===== src/rtl/urs_pkg.sv =====
// package of constants for the uart receive status block
package urs_pkg;
  // register map (word indexes on the plain register port)
  localparam logic [3:0] ADDR_STATUS = 4'h0;
  localparam logic [3:0] ADDR_MODE = 4'h1;
  localparam logic [3:0] ADDR_RXDATA = 4'h2;
  localparam logic [3:0] ADDR_INT_STATUS = 4'h3;
  localparam logic [3:0] ADDR_INT_MASK = 4'h4;
  // status register field positions
  localparam int BIT_ADDR_DETECT_EN = 5;
  localparam int BIT_RX_IDLE = 4;
  localparam int BIT_PARITY_ERR = 3;
  localparam int BIT_FRAMING_ERR = 2;
  localparam int BIT_OVERRUN = 1;
  localparam int BIT_DATA_AVAIL = 0;
  // address character marker position in a 9-bit character
  localparam int BIT_ADDR_MARK = 8;
  // character length selection
  localparam logic [1:0] MODE_8BIT_NONE = 2'h0;
  localparam logic [1:0] MODE_8BIT_EVEN = 2'h1;
  localparam logic [1:0] MODE_8BIT_ODD = 2'h2;
  localparam logic [1:0] MODE_9BIT = 2'h3;
  // interrupt status bits
  localparam int IRQ_RX_CHAR = 0;
  localparam int IRQ_ADDR_CHAR = 1;
  localparam int IRQ_OVERRUN = 2;
  localparam int IRQ_ERROR = 3;
  localparam int IRQ_WIDTH = 4;
  // fifo and bit timing
  localparam int FIFO_DEPTH = 4;
  localparam int PTR_WIDTH = 2;
  localparam int ENTRY_WIDTH = 11;
  localparam logic [15:0] RESET_DIVISOR = 16'h0056;
  localparam logic [15:0] RESET_STATUS = 16'h0010;
endpackage : urs_pkg


===== src/rtl/urs_uart_receive_status.sv =====
// receive path, status register and interrupt logic of an asynchronous serial port
`timescale 1ns/1ns
`default_nettype none

// Overview of operation
// - in address detect mode a character with bit 8 set is an address character
// - address detect acts only in 9-bit mode; clearing it turns detection off
// - read-only idle flag is 1 when idle, 0 while a character is received
// - parity error flag shows the state of the head fifo character
// - framing error flag shows the state of the head fifo character
// - overrun flag set on buffer overflow; software reads or clears, never sets
// - clearing a set overrun flag empties the buffer and resets the shift register
// - data available flag is 1 while a character waits, 0 when empty
module urs_uart_receive_status (
  // clock, reset, enable
  input wire logic clock,
  input wire logic rst_n,
  input wire logic clkEn,
  // serial line from the remote transmitter
  input wire logic rxLine,
  // register port
  input wire logic [3:0] regAddr,
  input wire logic [15:0] regWrData,
  input wire logic regWrite,
  input wire logic regRead,
  output logic [15:0] regRdData,
  // interrupt and address match pulse
  output logic irq,
  output logic addrCharSeen
);

  // ****************************************
  // types and state
  // ****************************************
  // receiver walks idle, start check, data bits, optional parity, stop
  // every register of the block lives in one packed struct
  // so the clock enable freezes all of it in one place
  typedef enum logic [2:0] {ST_IDLE, ST_START, ST_DATA, ST_PARITY, ST_STOP} urs_rx_state_t;

  typedef struct packed {
    urs_rx_state_t rxState;
    logic [15:0] bitCnt;
    logic [3:0] bitIdx;
    logic [8:0] shiftReg;
    logic parityErr;
    logic [urs_pkg::FIFO_DEPTH-1:0][urs_pkg::ENTRY_WIDTH-1:0] fifo;
    logic [urs_pkg::PTR_WIDTH:0] wrPtr;
    logic [urs_pkg::PTR_WIDTH:0] rdPtr;
    logic overrun;
    logic addrDetectEn;
    logic [1:0] charMode;
    logic [15:0] divisor;
    logic [urs_pkg::IRQ_WIDTH-1:0] intStatus;
    logic [urs_pkg::IRQ_WIDTH-1:0] intMask;
    logic [15:0] rdData;
    logic irqOut;
    logic addrPulse;
    logic rxSync1;
    logic rxSync2;
  } urs_state_t;

  urs_state_t state_ff;
  urs_state_t nxt_state;

  // ****************************************
  // mode decoding
  // ****************************************
  // both decodes are used by the data bit loop; the parity step checks for odd mode itself
  // number of data bits in a character for a mode
  function automatic logic [3:0] dataBits(input logic [1:0] mode);
    dataBits = (mode == urs_pkg::MODE_9BIT) ? 4'h9 : 4'h8;
  endfunction : dataBits

  // true when the mode carries a parity bit
  function automatic logic hasParity(input logic [1:0] mode);
    hasParity = (mode == urs_pkg::MODE_8BIT_EVEN) || (mode == urs_pkg::MODE_8BIT_ODD);
  endfunction : hasParity

  // ****************************************
  // fifo flags and status word
  // ****************************************
  // pointers carry one extra wrap bit so full and empty differ
  // head entry layout: framing error, parity error, nine data bits
  // error flags travel with the character, not with the receiver
  logic fifoEmpty;
  logic fifoFull;
  logic [urs_pkg::ENTRY_WIDTH-1:0] headEntry;
  logic [15:0] statusWord;
  logic halfBit;

  // fifo flags and head entry
  always_comb begin
    fifoEmpty = (state_ff.wrPtr == state_ff.rdPtr);
    fifoFull = (state_ff.wrPtr[urs_pkg::PTR_WIDTH-1:0] == state_ff.rdPtr[urs_pkg::PTR_WIDTH-1:0]) &&
               (state_ff.wrPtr[urs_pkg::PTR_WIDTH] != state_ff.rdPtr[urs_pkg::PTR_WIDTH]);
    headEntry = state_ff.fifo[state_ff.rdPtr[urs_pkg::PTR_WIDTH-1:0]];
    halfBit = (state_ff.bitCnt == {1'b0, state_ff.divisor[15:1]});
  end

  // status word as software sees it
  always_comb begin
    statusWord = 16'h0000;
    statusWord[urs_pkg::BIT_ADDR_DETECT_EN] = state_ff.addrDetectEn;
    statusWord[urs_pkg::BIT_RX_IDLE] = (state_ff.rxState == ST_IDLE);
    statusWord[urs_pkg::BIT_PARITY_ERR] = !fifoEmpty && headEntry[9];
    statusWord[urs_pkg::BIT_FRAMING_ERR] = !fifoEmpty && headEntry[10];
    statusWord[urs_pkg::BIT_OVERRUN] = state_ff.overrun;
    statusWord[urs_pkg::BIT_DATA_AVAIL] = !fifoEmpty;
  end

  // ****************************************
  // next state
  // ****************************************
  // line goes through two flip-flops before the receiver looks at it
  // a start is checked again at half a bit to reject short glitches
  // data, parity and stop bits are sampled at their centres
  // next state of the whole block
  always_comb begin
    logic stopOk;
    logic isAddr;
    logic pushReq;
    stopOk = 1'b0;
    isAddr = 1'b0;
    pushReq = 1'b0;
    nxt_state = state_ff;
    nxt_state.addrPulse = 1'b0;
    nxt_state.rxSync1 = rxLine;
    nxt_state.rxSync2 = state_ff.rxSync1;
    nxt_state.bitCnt = state_ff.bitCnt + 16'h0001;

    // receiver state machine, sampling at the bit centre
    case (state_ff.rxState)
      ST_IDLE: begin
        nxt_state.bitCnt = 16'h0000;
        if (!state_ff.rxSync2) begin
          nxt_state.rxState = ST_START;
        end
      end
      ST_START: begin
        if (halfBit) begin
          nxt_state.bitCnt = 16'h0000;
          nxt_state.bitIdx = 4'h0;
          nxt_state.parityErr = 1'b0;
          nxt_state.rxState = state_ff.rxSync2 ? ST_IDLE : ST_DATA;
        end
      end
      ST_DATA: begin
        if (state_ff.bitCnt == state_ff.divisor) begin
          nxt_state.bitCnt = 16'h0000;
          nxt_state.shiftReg = {state_ff.rxSync2, state_ff.shiftReg[8:1]};
          nxt_state.bitIdx = state_ff.bitIdx + 4'h1;
          if (state_ff.bitIdx == dataBits(state_ff.charMode) - 4'h1) begin
            if (state_ff.charMode != urs_pkg::MODE_9BIT) begin
              nxt_state.shiftReg = {1'b0, state_ff.rxSync2, state_ff.shiftReg[8:2]};
            end
            nxt_state.rxState = hasParity(state_ff.charMode) ? ST_PARITY : ST_STOP;
          end
        end
      end
      ST_PARITY: begin
        if (state_ff.bitCnt == state_ff.divisor) begin
          nxt_state.bitCnt = 16'h0000;
          nxt_state.parityErr = (^state_ff.shiftReg[7:0]) ^ state_ff.rxSync2 ^
                                (state_ff.charMode == urs_pkg::MODE_8BIT_ODD);
          nxt_state.rxState = ST_STOP;
        end
      end
      ST_STOP: begin
        if (state_ff.bitCnt == state_ff.divisor) begin
          stopOk = state_ff.rxSync2;
          isAddr = state_ff.addrDetectEn && (state_ff.charMode == urs_pkg::MODE_9BIT) &&
                   state_ff.shiftReg[urs_pkg::BIT_ADDR_MARK];
          pushReq = 1'b1;
          nxt_state.rxState = ST_IDLE;
        end
      end
      default: nxt_state.rxState = ST_IDLE;
    endcase

    // ****************************************
    // register access
    // ****************************************
    // read data is registered and shows in the cycle after the strobe
    // interrupt flags clear on read; a new event in that cycle still sets
    // register reads; a status read of the interrupt flags clears them
    if (regRead) begin
      case (regAddr)
        urs_pkg::ADDR_STATUS: nxt_state.rdData = statusWord;
        urs_pkg::ADDR_MODE: nxt_state.rdData = {14'h0000, state_ff.charMode};
        urs_pkg::ADDR_RXDATA: nxt_state.rdData = {7'h00, headEntry[8:0]} & {16{!fifoEmpty}};
        urs_pkg::ADDR_INT_STATUS: begin
          nxt_state.rdData = {12'h000, state_ff.intStatus};
          nxt_state.intStatus = '0;
        end
        urs_pkg::ADDR_INT_MASK: nxt_state.rdData = {12'h000, state_ff.intMask};
        default: nxt_state.rdData = 16'h0000;
      endcase
      // reading the data register pops the head and its error flags
      if (regAddr == urs_pkg::ADDR_RXDATA && !fifoEmpty) begin
        nxt_state.rdPtr = state_ff.rdPtr + {{urs_pkg::PTR_WIDTH{1'b0}}, 1'b1};
      end
    end

    // register writes
    if (regWrite) begin
      case (regAddr)
        urs_pkg::ADDR_STATUS: begin
          nxt_state.addrDetectEn = regWrData[urs_pkg::BIT_ADDR_DETECT_EN];
          // overrun can only be cleared by software
          if (!regWrData[urs_pkg::BIT_OVERRUN]) begin
            nxt_state.overrun = 1'b0;
            if (state_ff.overrun) begin
              // flush buffer and shift register on the 1 to 0 change
              nxt_state.rdPtr = state_ff.wrPtr;
              nxt_state.shiftReg = 9'h000;
              nxt_state.bitIdx = 4'h0;
              nxt_state.rxState = ST_IDLE;
              pushReq = 1'b0;
            end
          end
        end
        urs_pkg::ADDR_MODE: begin
          nxt_state.charMode = regWrData[1:0];
          nxt_state.divisor = state_ff.divisor;
        end
        urs_pkg::ADDR_INT_MASK: nxt_state.intMask = regWrData[urs_pkg::IRQ_WIDTH-1:0];
        default: nxt_state.divisor = state_ff.divisor;
      endcase
    end

    // ****************************************
    // fifo push and events
    // ****************************************
    // a pop in the same cycle frees a slot, so a full fifo still takes it
    // while overrun stands every new character is dropped until software clears it
    // push a finished character; a full fifo sets overrun and drops it
    if (pushReq) begin
      if (state_ff.overrun || (fifoFull && nxt_state.rdPtr == state_ff.rdPtr)) begin
        nxt_state.overrun = 1'b1;
        nxt_state.intStatus[urs_pkg::IRQ_OVERRUN] = 1'b1;
      end else begin
        nxt_state.fifo[state_ff.wrPtr[urs_pkg::PTR_WIDTH-1:0]] =
          {!stopOk, state_ff.parityErr, state_ff.shiftReg};
        nxt_state.wrPtr = state_ff.wrPtr + {{urs_pkg::PTR_WIDTH{1'b0}}, 1'b1};
        nxt_state.intStatus[urs_pkg::IRQ_RX_CHAR] = 1'b1;
        if (isAddr) begin
          nxt_state.intStatus[urs_pkg::IRQ_ADDR_CHAR] = 1'b1;
          nxt_state.addrPulse = 1'b1;
        end
        if (!stopOk || state_ff.parityErr) begin
          nxt_state.intStatus[urs_pkg::IRQ_ERROR] = 1'b1;
        end
      end
    end

    nxt_state.irqOut = |(nxt_state.intStatus & nxt_state.intMask);
  end

  // ****************************************
  // state register
  // ****************************************
  // reset puts the line synchroniser at the idle level of the pin
  // so no false start follows the release of reset
  // state register, frozen while the enable is low
  always_ff @(posedge clock or negedge rst_n) begin
    if (!rst_n) begin
      state_ff <= '{rxState: ST_IDLE, bitCnt: 16'h0000, bitIdx: 4'h0, shiftReg: 9'h000,
                    parityErr: 1'b0, fifo: '0, wrPtr: '0, rdPtr: '0,
                    overrun: 1'b0, addrDetectEn: 1'b0, charMode: urs_pkg::MODE_8BIT_NONE,
                    divisor: urs_pkg::RESET_DIVISOR, intStatus: '0, intMask: '0,
                    rdData: 16'h0000, irqOut: 1'b0, addrPulse: 1'b0, rxSync1: 1'b1,
                    rxSync2: 1'b1};
    end else if (clkEn) begin
      state_ff <= nxt_state;
    end
  end

  // ****************************************
  // outputs
  // ****************************************
  // no logic between the state flip-flops and the pins
  // outputs straight from flip-flops
  always_comb begin
    regRdData = state_ff.rdData;
    irq = state_ff.irqOut;
    addrCharSeen = state_ff.addrPulse;
  end

endmodule : urs_uart_receive_status
`default_nettype wire


===== config.mk =====
export PLATFORM = sky130hd
export DESIGN_NAME = urs_uart_receive_status
export DESIGN_NICKNAME = d
export VERILOG_FILES = /design/src/rtl/urs_pkg.sv /design/src/rtl/urs_uart_receive_status.sv
export SDC_FILE = /design/constraint.sdc
export NUM_CORES = 1
export LEC_CHECK = 0
export BUFFER_PORTS_ARGS = -buffer_cell sky130_fd_sc_hd__buf_2
export CAP_MARGIN = 5
export CORE_ASPECT_RATIO = 0.75
export CORE_MARGIN = 5
export CORE_UTILIZATION = 56
export CTS_BUF_LIST = sky130_fd_sc_hd__clkbuf_2 sky130_fd_sc_hd__clkbuf_4 sky130_fd_sc_hd__clkbuf_8
export CTS_CLUSTER_SIZE = 12
export DETAILED_ROUTE_END_ITERATION = 8
export GPL_TIMING_DRIVEN = 0
export HOLD_SLACK_MARGIN = 0.03
export PLACE_DENSITY = 0.89
export SETUP_SLACK_MARGIN = 0.05
export SLEW_MARGIN = 40
export SYNTH_ARGS = -nofsm -noshare
export SYNTH_HDL_FRONTEND = slang
export SYNTH_SLANG_ARGS = --single-unit

===== constraint.sdc =====
create_clock -name clock -period 2.24 [get_ports clock]
set_input_delay 0.112 -clock clock [delete_from_list [all_inputs] [get_ports clock]]
set_output_delay 0.112 -clock clock [all_outputs]
set_load 0.02 [all_outputs]

; Word-level counts from Yosys, hierarchy flattened
; Index checks and enable logic that the tools add are counted.
[totals]
reg_bits = 115
output_inout_bits = 18
wordCells = 142
[op_classes]
n_addsub = 5
magnitude_cmp = 3
eq_ne = 21
muxes = 64
bitwise = 5
n_reduce_logical = 23
[op_table]
columns = cell, n
row1 = 16-bit one-hot mux with 5 select lines, 1
row2 = 16-bit one-hot mux with 4 select lines, 1
row3 = 13-bit 2-to-1 mux, 4
row4 = 23-bit 2-to-1 mux, 2
row5 = 44-bit bitwise mux, 1
row6 = 3-bit 2-to-1 mux, 11
row7 = 32-bit 2-to-1 mux, 1
row8 = 9-bit 2-to-1 mux, 3
row9 = 4-bit 2-to-1 mux, 6
row10 = 11-bit binary-select mux with 2-bit select, 1
row11 = 11-bit demux with 2-bit select, 1
row12 = 1-bit 2-to-1 mux, 22
row13 = 11-bit 2-to-1 mux, 2
row14 = 19-bit 2-to-1 mux, 1
row15 = 16-bit by 1-bit adder with 16-bit output (second input constant), 1
row16 = 9-bit by 16-bit bitwise AND with 16-bit output, 1
row17 = 16-bit by 6-bit equality test with 1-bit output (second input constant), 1
row18 = 16-bit by 7-bit equality test with 1-bit output (second input constant), 1
row19 = 3-bit one-hot mux with 5 select lines, 1
row20 = 3-bit AND reduction, 3
row21 = 4-bit by 2-bit equality test with 1-bit output (second input constant), 2
row22 = 1-bit logical AND, 8
row23 = 4-bit one-hot mux with 2 select lines, 1
row24 = 8-bit XOR reduction, 1
row25 = other kinds (31), 44

; Logic depth before layout (Yosys ltp)
; Gate-level depths: netlist of the first run.
[logic_depth]
word_depth = 16
mapped_depth = 10
depth_no_buf = 8

; Worst setup path before layout of the first run
; Ideal clock, no wire load.
[synth_timing]
path_type = reg2reg
startpoint = register state_ff[122] (netlist bit)
endpoint = register state_ff[114] (netlist bit)
setup_time_ns = 0.119
t_arrival_ns = 2.223
path_slack_ns = -0.102
path_stages_with_launch = 8
period_less_slack_ns = 2.342
cell_sequence = dfrtp_1 nor4_4 nand3_2 or4_1 buf_2 a2111oi_4 buf_6 nor2_1
[synth_via]
elab_chain_len = 3
word_cells_on_any_way = 6
[synth_rtl]
columns = element, line
row1 = "start, declared", urs_uart_receive_status.sv:62  ; urs_state_t state_ff;
row2 = "start signal, assigned", urs_uart_receive_status.sv:267  ; state_ff <= '{rxState: ST_IDLE, bitCnt: 16'h0000, bitIdx: 4'h0, shiftReg: 9'h000,
row3 = "start signal, assigned", urs_uart_receive_status.sv:274  ; state_ff <= nxt_state;
row4 = 16-bit by 7-bit equality test with 1-bit output / 16-bit by 6-bit equality test with 1-bit output (equally long branches), "urs_uart_receive_status.sv:148, urs_uart_receive_status.sv:161, urs_uart_receive_status.sv:97"
row5 = 19-bit 2-to-1 mux (tied with other cells), urs_uart_receive_status.sv:161  ; if (state_ff.bitCnt == state_ff.divisor) begin
row6 = 16-bit one-hot mux with 4 select lines *, urs_uart_receive_status.sv:132  ; case (state_ff.rxState)
; Every way passes the cells marked *; elsewhere a longest branch is shown, timed or not.
; A chain may end at the register's enable or synchronous reset.

; Worst setup path after layout of the first run
[layout_timing]
startpoint = register state_ff[112] (netlist bit)
endpoint = register state_ff[127] (netlist bit)
[layout_via]
elab_chain_len = 3
word_cells_on_any_way = 7
[layout_rtl]
columns = element, line
row1 = 16-bit by 1-bit adder with 16-bit output (tied with other cells), urs_uart_receive_status.sv:129  ; nxt_state.bitCnt = state_ff.bitCnt + 16'h0001;
row2 = 19-bit 2-to-1 mux (tied with other cells), urs_uart_receive_status.sv:161
row3 = 16-bit one-hot mux with 4 select lines *, urs_uart_receive_status.sv:132
; Marks and branches as above.

==> results of run 1 <==
-- worst max-delay path, cell delays in order, from the launching register on --
cell	delay, ns
dfrtp_1	0.40
buf_4	0.15
ha_2	0.30
nor4bb_4	0.35
nand3_2	0.18
o21ai_2	0.21
nor2_1	0.10
a2111oi_4	0.36
buf_4	0.21
buf_6	0.13
nor2_1	0.05
-- per-stage QoR --
stage | util, % | hold WS [ns] | instance area (um2) | std cells
after floorplan | - | -0.184 | 5870 | 556
after global placement | 60.3 | 0.345 | 6150 | 715
after detailed placement | 60.6 | -0.0228 | 6190 | 716
after CTS | 66.5 | 0.0860 | 6790 | 762
after global routing | 67.8 | 0.107 | 6930 | 765
final | 67.9 | 0.103 | 6930 | 766
-- kinds of logic after synthesis --
kind of cell	after synthesis	synth area share, %
AND/OR/NAND/NOR	183	15.9
flip-flops	108	46.6
AO/OA/AOI/OAI	83	9.39
multiplexers	72	15.9
buffers and inverters	64	5.54
XOR/XNOR	29	4.38
adder cells (fa/ha/maj)	10	2.16
other	1	0.0647
-- report_power, final --
group	leakage [uW]	switching [uW]	internal (uW)
clock network	0.000104	682	589
logic	0.00159	500	415
registers	0.00145	195	2060
-- state kept, by name, summed over array words and instances (netlist names) --
| signal | count |
|---|---|
| irq | 1 |
| state_ff | 96 |
| regRdData | 9 |
| addrCharSeen | 1 |
| nxt_state | 1 |
-- cells in the mapped netlist, types with 2 or more instances --
cell type | count | area (um2)
a31o_2 | 2 | 17.5
buf_1 | 7 | 26.3
nor4bb_1 | 3 | 30.0
buf_4 | 18 | 135
nand3_1 | 21 | 105
buf_2 | 5 | 25.0
xor2_1 | 12 | 105
mux2i_1 | 9 | 90.1
nand2b_1 | 9 | 56.3
nor2b_1 | 8 | 50.1
ha_1 | 10 | 125
nor4_1 | 3 | 18.8
mux2_2 | 52 | 586
nand4_1 | 11 | 68.8
inv_1 | 16 | 60.1
o41ai_1 | 2 | 17.5
nand2_1 | 56 | 210
a21o_1 | 5 | 37.5
nor3_1 | 12 | 60.1
xnor2_1 | 17 | 149
mux4_2 | 11 | 248
o22ai_1 | 2 | 12.5
and4_1 | 2 | 17.5
dfrtp_1 | 106 | 2650
nor2_1 | 40 | 150
and3_1 | 5 | 31.3
or2_2 | 3 | 18.8
o31ai_1 | 5 | 37.5
a22o_1 | 2 | 17.5
dfstp_2 | 2 | 52.6
o311ai_0 | 2 | 17.5
a31oi_1 | 6 | 37.5
clkbuf_1 | 16 | 60.1
o21ai_0 | 28 | 140
a21oi_1 | 16 | 80.1
-- metal layers --
metal / vias up / global-route usage (%)
li1: 2076 / -
met4: 0 / 9.56
met5: - / 0
met2: 303 / 39.4
met3: 89 / 6.12
met1: 2317 / 32.5
-- cells in the final DEF (no fill, tap or decap), types with 9 or more instances in the layout --
master    Yosys  layout
inv_1        16      15
clkbuf_8      0      10
xor2_1       12      11
nor3_1       12       9
nand2_1      56      53
nand3_1      21      17
o21ai_0      28      24
xnor2_1      17      17
mux4_2       11      11
nand2b_1      9       9
mux2_2       52      51
mux2i_1       9       9
clkbuf_1     16      14
buf_4        18      35
nor2_2        0      11
nand4_1      11      11
buf_2         5      23
nor2_1       40      29
a21oi_1      16      16
dfrtp_1     106     103
buf_6         1      15
-- cell type report --
type / instances / area share, %
flip-flops and latches: 108 / 39.1
multi-input cells: 385 / 43.7
plain buffers: 44 / 4.10
clock buffers: 13 / 2.31
inverters: 17 / 0.921
repair buffers: 59 / 6.75
diodes: 1 / 0.0361
clock inverters: 3 / 0.668
well taps: 136 / 2.46
-- final timing paths --
| kind | from | end | slack (ns) | depth (start not counted) |
|---|---|---|---|---|
| setup reg to reg | state_ff[112]$_DFFE_PN0P_ | state_ff[127]$_DFFE_PN0P_ | -0.31 | 10 |
| setup / recovery | state_ff[112]$_DFFE_PN0P_ | state_ff[127]$_DFFE_PN0P_ | -0.31 | 10 |
| min in group asynchronous | rst_n | state_ff[93]$_DFFE_PN0P_ | 0.15 | 2 |
| hold / removal | regWrData[2] | state_ff[22]$_DFFE_PN0P_ | 0.10 | 3 |
| hold reg to reg | regRdData[8]$_DFFE_PN0P_ | regRdData[8]$_DFFE_PN0P_ | 0.49 | 2 |
| max in group asynchronous | rst_n | state_ff[116]$_DFFE_PN0P_ | 1.41 | 3 |
-- repair_timing --
action | CTS | global route
setup buffers | 21 | 4
resized for setup | 44 | 33
endpoints found under the hold margin | 112 | 0
setup endpoints to repair | 86 | 89
pin swaps | 21 | 9
hold buffers | 6 | 0
cloned | 4 | 1
==> impl_metrics.json, run 1 <==
{
  "antenna_left": 0,
  "antenna_found_initial": 0,
  "drc": 0,
  "worstPathMaxFanout": 5,
  "clk_latency_ns": 0.38,
  "route.met3.wl_um": 1480,
  "clockBufferDepth": 2,
  "rows": 32,
  "first_global_vias": 4728,
  "finalPower_uw": 4440,
  "wl_met2_um": 7640,
  "wl_per_cell_um": 21.3,
  "cts_tree": "yes",
  "fin_crit_sh_pct": 114,
  "min_path_type": "in -> reg",
  "grt_usage_pct": 24.6,
  "grt_pass1_wl_um": 24400,
  "drive_gt1_share_pct": 33.5,
  "crit_arrival_ns": 2.83,
  "fin_ws_ns": -0.308,
  "synth_cell_types": 61,
  "routed-via-count": 4785,
  "synthToLayoutAreaGrowth_pct": 19.5,
  "wl_met1_um": 6210,
  "fin_crit_ns": 2.55,
  "synth_edf_count": 0,
  "regArea_um2": 2710,
  "cts_max_level": 3,
  "fill_cells": 674,
  "max_freq_mhz": 392,
  "ys_ff_latch": 108,
  "vias_per_cell": 6.25,
  "top_level_ports": 44,
  "cts_buffers": 9,
  "clockRootBuffer": "clkbuf_8",
  "drt_wl_total_um": 16300,
  "criticalPathCategory": "reg -> reg",
  "drv_slew": 0,
  "cp-end-kind": "flip-flop",
  "drt-pass1-iter-count": 6,
  "syn_area_um2": 5800,
  "grt_max_degree": 80,
  "syn_inst": 550,
  "rsz0062_at_grt": "true",
  "core_um2": 10200,
  "avgSynthCellArea_um2": 10.5,
  "dieHeight_um": 98.1,
  "tns_ns": -15.94,
  "fin_skew_ns": 0.00977,
  "synth_ff_type": "dfrtp_1",
  "violations": "negative setup slack",
  "ir_worst_vdd_uv": 369,
  "die_w_um": 128,
  "setup_viol": 68,
  "dpl_worst_slack_ns": -0.337,
  "start_kind": "flip-flop",
  "clkSlewWorstSetupHoldPaths_ns": 0.11,
  "cellLeakagePower_uw": 0.00314,
  "relSlewSlack_pct": 51.6,
  "dpl.hpwl_um": 9420,
  "start_util_pct": 56.8,
  "gp_congestion": 0.930,
  "multi_input_area_um2": 3030,
  "cellPowerDensity_nw_per_um2": 641,
  "worst_slew_pin_slew_ns": 0.725,
  "drt_iter0_drc": 615,
  "yosys_warnings": 0,
  "layout.nets": 660,
  "yosysSeqAreaShare_pct": 46.6,
  "design.die.area_um2": 12500,
  "status": "finished with violations",
  "critical_path_required_ns": 2.52,
  "async_flop_share_pct": 100,
  "portBuffers": 23,
  "clock_sinks": 108,
  "hold_viol": 0,
  "overflow": 0,
  "cap_violations": 0,
  "top_layer": "met4"
}
Power figures use the tool's default switching activity.
==> run 2, diff against run 1 <==
Settings changed: BUFFER_PORTS_ARGS -buffer_cell sky130_fd_sc_hd__buf_2 to unset, CORE_UTILIZATION 56 to 60, DONT_BUFFER_PORTS set to 1, PLACE_DENSITY 0.89 to 0.9.
==> run 2 against run 1 <==
Compared with the run above: the run ends with negative hold slack, negative setup slack left; hold slack got worse by 0.69 ns; global-route usage increased by 3.0 points; die area decreased by 6.1%; sequential power about the same; sequential share of layout area increased by 0.29 points; cell area decreased by 0.65%; largest power group unchanged.
==> impl_metrics.json, run 2 (synthesis gave the netlist of run 1 again) <==
{
  "start_kind": "flip-flop",
  "cellPowerDensity_nw_per_um2": 634,
  "antenna_found_initial": 0,
  "cts_tree": "yes",
  "status": "finished with violations",
  "dieHeight_um": 95.1,
  "max_freq_mhz": 398,
  "grt_max_degree": 109,
  "vias_per_cell": 6.72,
  "clk_latency_ns": 0.39,
  "drt_wl_total_um": 17400,
  "crit_family": "simple AND/OR/NAND/NOR gates",
  "clkSlewWorstSetupHoldPaths_ns": 0.11,
  "netSwitchingFraction_pct": 31.3,
  "die_w_um": 124,
  "routed-via-count": 4996,
  "start_util_pct": 60.8,
  "drive_gt1_share_pct": 32.1,
  "final_design_area_no_fill_um2": 6880,
  "overflow": 0,
  "grt_pass1_wl_um": 24700,
  "grt_usage_pct": 27.6,
  "layout.nets": 642,
  "worst_r2r_path_depth": 8,
  "worst_slew_pin_slew_ns": 0.733,
  "p_switching_uw": 1360,
  "cp_common_cell": "buf_6",
  "first_global_vias": 4737,
  "fill_cells": 594,
  "wl_per_cell_um": 23.4,
  "core_um2": 9540,
  "fin_ws_ns": -0.269,
  "crit_path_max_incr_delay_ns": 0.54,
  "finalCoreUtilization_pct": 72.1,
  "mostFrequentLayoutCells": "101 x dfrtp_1, 52 x nand2_1, 50 x mux2_2",
  "ir_worst_vdd_uv": 308,
  "gp_congestion": 0.916,
  "drt_iter0_drc": 708,
  "hold_viol": 108,
  "cap_violations": 0,
  "clock_sinks": 108,
  "crit_arrival_ns": 2.79,
  "rsz0062_at_grt": "true",
  "pwr-share-seq_pct": 51.4,
  "p_int_uw": 3000,
  "cts_max_level": 3,
  "cts_buffers": 9,
  "path_cells": "nor4bb_2, nand4_1, nor4_4, and4_1, buf_6, nand2_4, buf_6, mux2_4",
  "cts_hold_buf": 10,
  "min_path_type": "in -> async",
  "num_antenna_cells": 0,
  "violations": "negative hold slack, negative setup slack",
  "dpl.hpwl_um": 9450,
  "cp-end-kind": "flip-flop",
  "design.die.area_um2": 11800,
  "rows": 31,
  "drc": 0,
  "clockRootBuffer": "clkbuf_8",
  "largest_reg_flops": 96,
  "relSlewSlack_pct": 50.4,
  "drt-pass1-iter-count": 8,
  "setup_viol": 67,
  "cellLeakagePower_uw": 0.00308,
  "antenna_left": 0,
  "portBuffers": 0,
  "drv_slew": 0,
  "combPwrFrac_pct": 22.2,
  "fin_crit_sh_pct": 112,
  "top_level_ports": 44,
  "critical_path_required_ns": 2.52,
  "worstPathMaxFanout": 7,
  "worst-path-buf-inv": 2,
  "largest_register": "state_ff",
  "criticalPathCategory": "reg -> reg",
  "tns_ns": -10.84,
  "fin_skew_ns": 0.0161,
  "cpMaxStageDelayCell": "dfrtp_1",
  "clockBufferDepth": 2,
  "layout_commonest_cell": "dfrtp_1",
  "cp_num_cells": 8,
  "fin_crit_ns": 2.51,
  "synthToLayoutAreaGrowth_pct": 18.7,
  "whs_ns": -0.583,
  "p_clk_share_pct": 26.4,
  "place_area_um2": 6030
}
-- run 2: cell count changes in the layout (fill, tap and decap cells not counted), sizes merged --
cell / before / now
bufinv: 1 / 0
inv: 16 / 17
dlygate4sd3: 6 / 10
diode: 1 / 0
clkinvlp: 1 / 0
clkbuf: 30 / 28
buf: 80 / 59
clkinv: 2 / 4
-- run 2: path summary, 6_finish.rpt --
kind                                                  to  slack (ns)                      start
worst max-delay path            state_ff[85]$_DFFE_PN0P_       -0.27  state_ff[118]$_DFFE_PN0P_
min in group clock              regRdData[2]$_DFFE_PN0P_        0.04                 regAddr[2]
worst max register to register  state_ff[85]$_DFFE_PN0P_       -0.27  state_ff[118]$_DFFE_PN0P_
max in group asynchronous       nxt_state[0]$_DFFE_PN1P_        2.61                      rst_n
worst min-delay path            state_ff[81]$_DFFE_PN0P_       -0.58                      rst_n
worst min register to register  regRdData[1]$_DFFE_PN0P_        0.49   regRdData[1]$_DFFE_PN0P_
-- run 2: layer usage --
metal | global-route usage (%) | routed length (um)
met5 | 0 | 0
met2 | 45.1 | 8150
met4 | 10.0 | 1010
met3 | 9.19 | 1740
met1 | 34.5 | 6480
-- run 2: worst register-to-register path, stage by stage, from the launching register on --
cell and delay, ns:
dfrtp_1 0.54, nor4bb_2 0.42, nand4_1 0.27, nor4_4 0.23, and4_1 0.24, buf_6 0.17
nand2_4 0.09, buf_6 0.15, mux2_4 0.29
-- run 2: power by group through the flow --
stage	registers (uW)	logic [uW]	clock network, uW
floorplan	2180	480	0
global placement	2210	564	0
detailed placement	2220	596	0
CTS	2210	753	1150
global route	2250	1030	1220
finish	2240	970	1150
-- run 2: stage by stage --
| stage | total power (uW) | worst slack [ns] | instances |
|---|---|---|---|
| after floorplan | 2660 | 0.0301 | 556 |
| after global placement | 2770 | -0.298 | 688 |
| after detailed placement | 2810 | -0.460 | 688 |
| after CTS | 4100 | -0.0869 | 735 |
| after global routing | 4500 | -0.453 | 743 |
| final | 4360 | -0.269 | 743 |
-- run 2: area by class of cell --
class                   instances  area [um2]  share of cell area (%)
well taps                     132         165                    2.40
clock buffers                  12         159                    2.31
clock inverters                 4        23.8                   0.345
plain buffers                  44         290                    4.22
multi-input cells             385        3100                    45.0
flip-flops and latches        108        2710                    39.4
repair buffers                 41         370                    5.38
inverters                      17        63.8                   0.927
-- run 2: timing repair --
item                                    CTS  global route
pin swaps                                22             8
hold endpoints to repair                122           108
buffers inserted                         18             9
cloned                                    4             1
endpoints found under the setup margin   85            79
gates resized for setup                  49            43
==> run 3, diff against run 2 <==
Settings changed: CORE_MARGIN 5 to 1.5, PLACE_DENSITY 0.9 to 0.87.
Clock period 2.24 ns to 2.4 ns, I/O delays scaled along.
==> run 3 against run 2 <==
Compared with the run above: the flow still finishes with violations (negative hold slack, negative setup slack); register-to-register slack better by 0.14 ns; clock skew rose by 0.0045 ns; worst setup slack better by 0.14 ns; clock power fell by 5%; core utilization decreased by 0.061 points; via count is 0.42% higher; global-route usage increased by 2.8 points; largest cell class unchanged.
==> impl_metrics.json, run 3 (synthesis gave the netlist of run 1 again) <==
{
  "overflow": 0,
  "layout.nets": 630,
  "regToRegStartpoint": "state_ff[115]$_DFFE_PN0P_",
  "layout_commonest_cell": "dfrtp_1",
  "crit_arrival_ns": 2.76,
  "critical_path_required_ns": 2.63,
  "r2r-end": "state_ff[130]$_DFFE_PN0P_",
  "fin_ws_ns": -0.131,
  "drv_slew": 0,
  "placed_cells": 684,
  "max_freq_mhz": 395,
  "rsz0062_at_grt": "true",
  "worst_r2r_path_depth": 6,
  "antenna_left": 0,
  "gp_congestion": 0.944,
  "start_kind": "flip-flop",
  "fill_cells": 533,
  "num_antenna_cells": 0,
  "cts_hold_buf": 9,
  "violations": "negative hold slack, negative setup slack",
  "drive_gt1_share_pct": 27.6,
  "finalPower_uw": 3950,
  "dpl_worst_slack_ns": -0.515,
  "ir_worst_vdd_uv": 294,
  "cts_max_level": 3,
  "grt_usage_pct": 30.4,
  "hold_viol": 108,
  "fin_skew_ns": 0.0207,
  "largest_register": "state_ff",
  "drt_iter0_drc": 871,
  "dpl.hpwl_um": 9370,
  "drt-pass1-iter-count": 6,
  "fin_crit_ns": 2.53,
  "antenna_found_initial": 0,
  "clockRootBuffer": "clkbuf_8",
  "cts_buffers": 9,
  "dieHeight_um": 88.1,
  "die_w_um": 117,
  "fin_crit_sh_pct": 105,
  "design.die.area_um2": 10300,
  "worst_slew_pin_slew_ns": 0.830,
  "worstPathMaxFanout": 8,
  "rows": 30,
  "clockBufferDepth": 2,
  "vias_per_cell": 6.91,
  "relSlewSlack_pct": 43.9,
  "core_um2": 9230,
  "cp-end-kind": "flip-flop",
  "clkSlewWorstSetupHoldPaths_ns": 0.11,
  "cap_violations": 0,
  "synthToLayoutAreaGrowth_pct": 14.8,
  "finalCoreUtilization_pct": 72.1,
  "setup_viol": 40,
  "cts_tree": "yes",
  "clk_latency_ns": 0.40,
  "largest_reg_flops": 96,
  "cellPowerDensity_nw_per_um2": 594,
  "whs_ns": -0.596,
  "portBuffers": 0,
  "top_level_ports": 44,
  "start_util_pct": 62.8,
  "r2r_slack_ns": -0.13,
  "drt_wl_total_um": 17300,
  "mostFrequentLayoutCells": "104 x dfrtp_1, 53 x nand2_1, 52 x mux2_2",
  "criticalPathCategory": "reg -> reg",
  "wl_per_cell_um": 23.8,
  "min_path_type": "in -> async",
  "status": "finished with violations",
  "grt_max_degree": 109,
  "grt_pass1_wl_um": 23300,
  "instances_no_fill": 726,
  "drc": 0,
  "first_global_vias": 4530,
  "cellLeakagePower_uw": 0.00297,
  "clock_sinks": 108,
  "routed-via-count": 5017
}
-- run 3: cell count changes in the layout (fill, tap and decap cells not counted), moves of 2 or more --
cell and change:
nor2_1 +7, buf_4 -6, nor2_2 -5, buf_6 -3
dfrtp_1 +3, dfrtp_2 -3, nand2_4 -3, clkbuf_4 -2
clkinv_2 -2, mux2_2 +2, mux2_4 -2, nor2_4 -2
o21ai_0 +2
-- run 3: per-stage QoR --
step / TNS [ns] / cell area [um2]
floorplan: 0 / 5820
global placement: -19.43 / 5980
detailed placement: -25.28 / 5990
CTS: 0 / 6450
global route: -3.82 / 6660
finish: -1.31 / 6660
-- run 3: routing by layer --
layer  GRT usage (%)  routed length (um)  part of all wire [%]  up-vias
met2            48.2                7860                    45      496
met5               0                   0                     0        -
met1            40.2                6190                    36     2365
met4            13.0                1070                   6.2        0
met3            7.89                2190                    13      148
li1                -                   -                     -     2008
-- run 3: worst max path at each step --
stage | slack (ns) | endpoint | from | cells past startpoint
after floorplan | 0.06 | state_ff[114]$_DFFE_PN0P_ | state_ff[122]$_DFFE_PN0P_ | 7
after global placement | -0.36 | state_ff[111]$_DFFE_PN0P_ | state_ff[122]$_DFFE_PN0P_ | 6
after detailed placement | -0.52 | state_ff[68]$_DFFE_PN0P_ | state_ff[112]$_DFFE_PN0P_ | 10
after CTS | 0.05 | state_ff[96]$_DFFE_PN0P_ | state_ff[112]$_DFFE_PN0P_ | 10
after global routing | -0.20 | state_ff[130]$_DFFE_PN0P_ | state_ff[112]$_DFFE_PN0P_ | 8
final | -0.13 | state_ff[130]$_DFFE_PN0P_ | state_ff[115]$_DFFE_PN0P_ | 6
-- run 3: cell type report --
cell class / instances / area, um2 / share of cell area (%)
plain buffers: 45 / 287 / 4.30
clock buffers: 12 / 165 / 2.48
clock inverters: 3 / 21.3 / 0.320
inverters: 17 / 63.8 / 0.959
multi-input cells: 384 / 3000 / 45.0
flip-flops and latches: 108 / 2710 / 40.7
well taps: 128 / 160 / 2.41
repair buffers: 29 / 255 / 3.83
-- run 3: where the power goes --
part           internal, uW  switching (uW)
Sequential             1920             167
Combinational           340             434
Clock                   458             634
-- run 3: worst max-delay path: stages (launching register included) --
cell      delay, ns
dfrtp_1        0.53
nor4bb_4       0.35
nand4_1        0.24
buf_4          0.21
and3_1         0.18
o21ai_0        0.58
o41ai_4        0.27
-- run 3: what timing repair did --
item / in CTS / in global routing
gates cloned: 2 / 1
setup buffers: 9 / 8
gates resized for setup: 26 / 38
endpoints found under the setup margin: 78 / 74
hold endpoints to repair: 117 / 108
pin swaps: 8 / 13
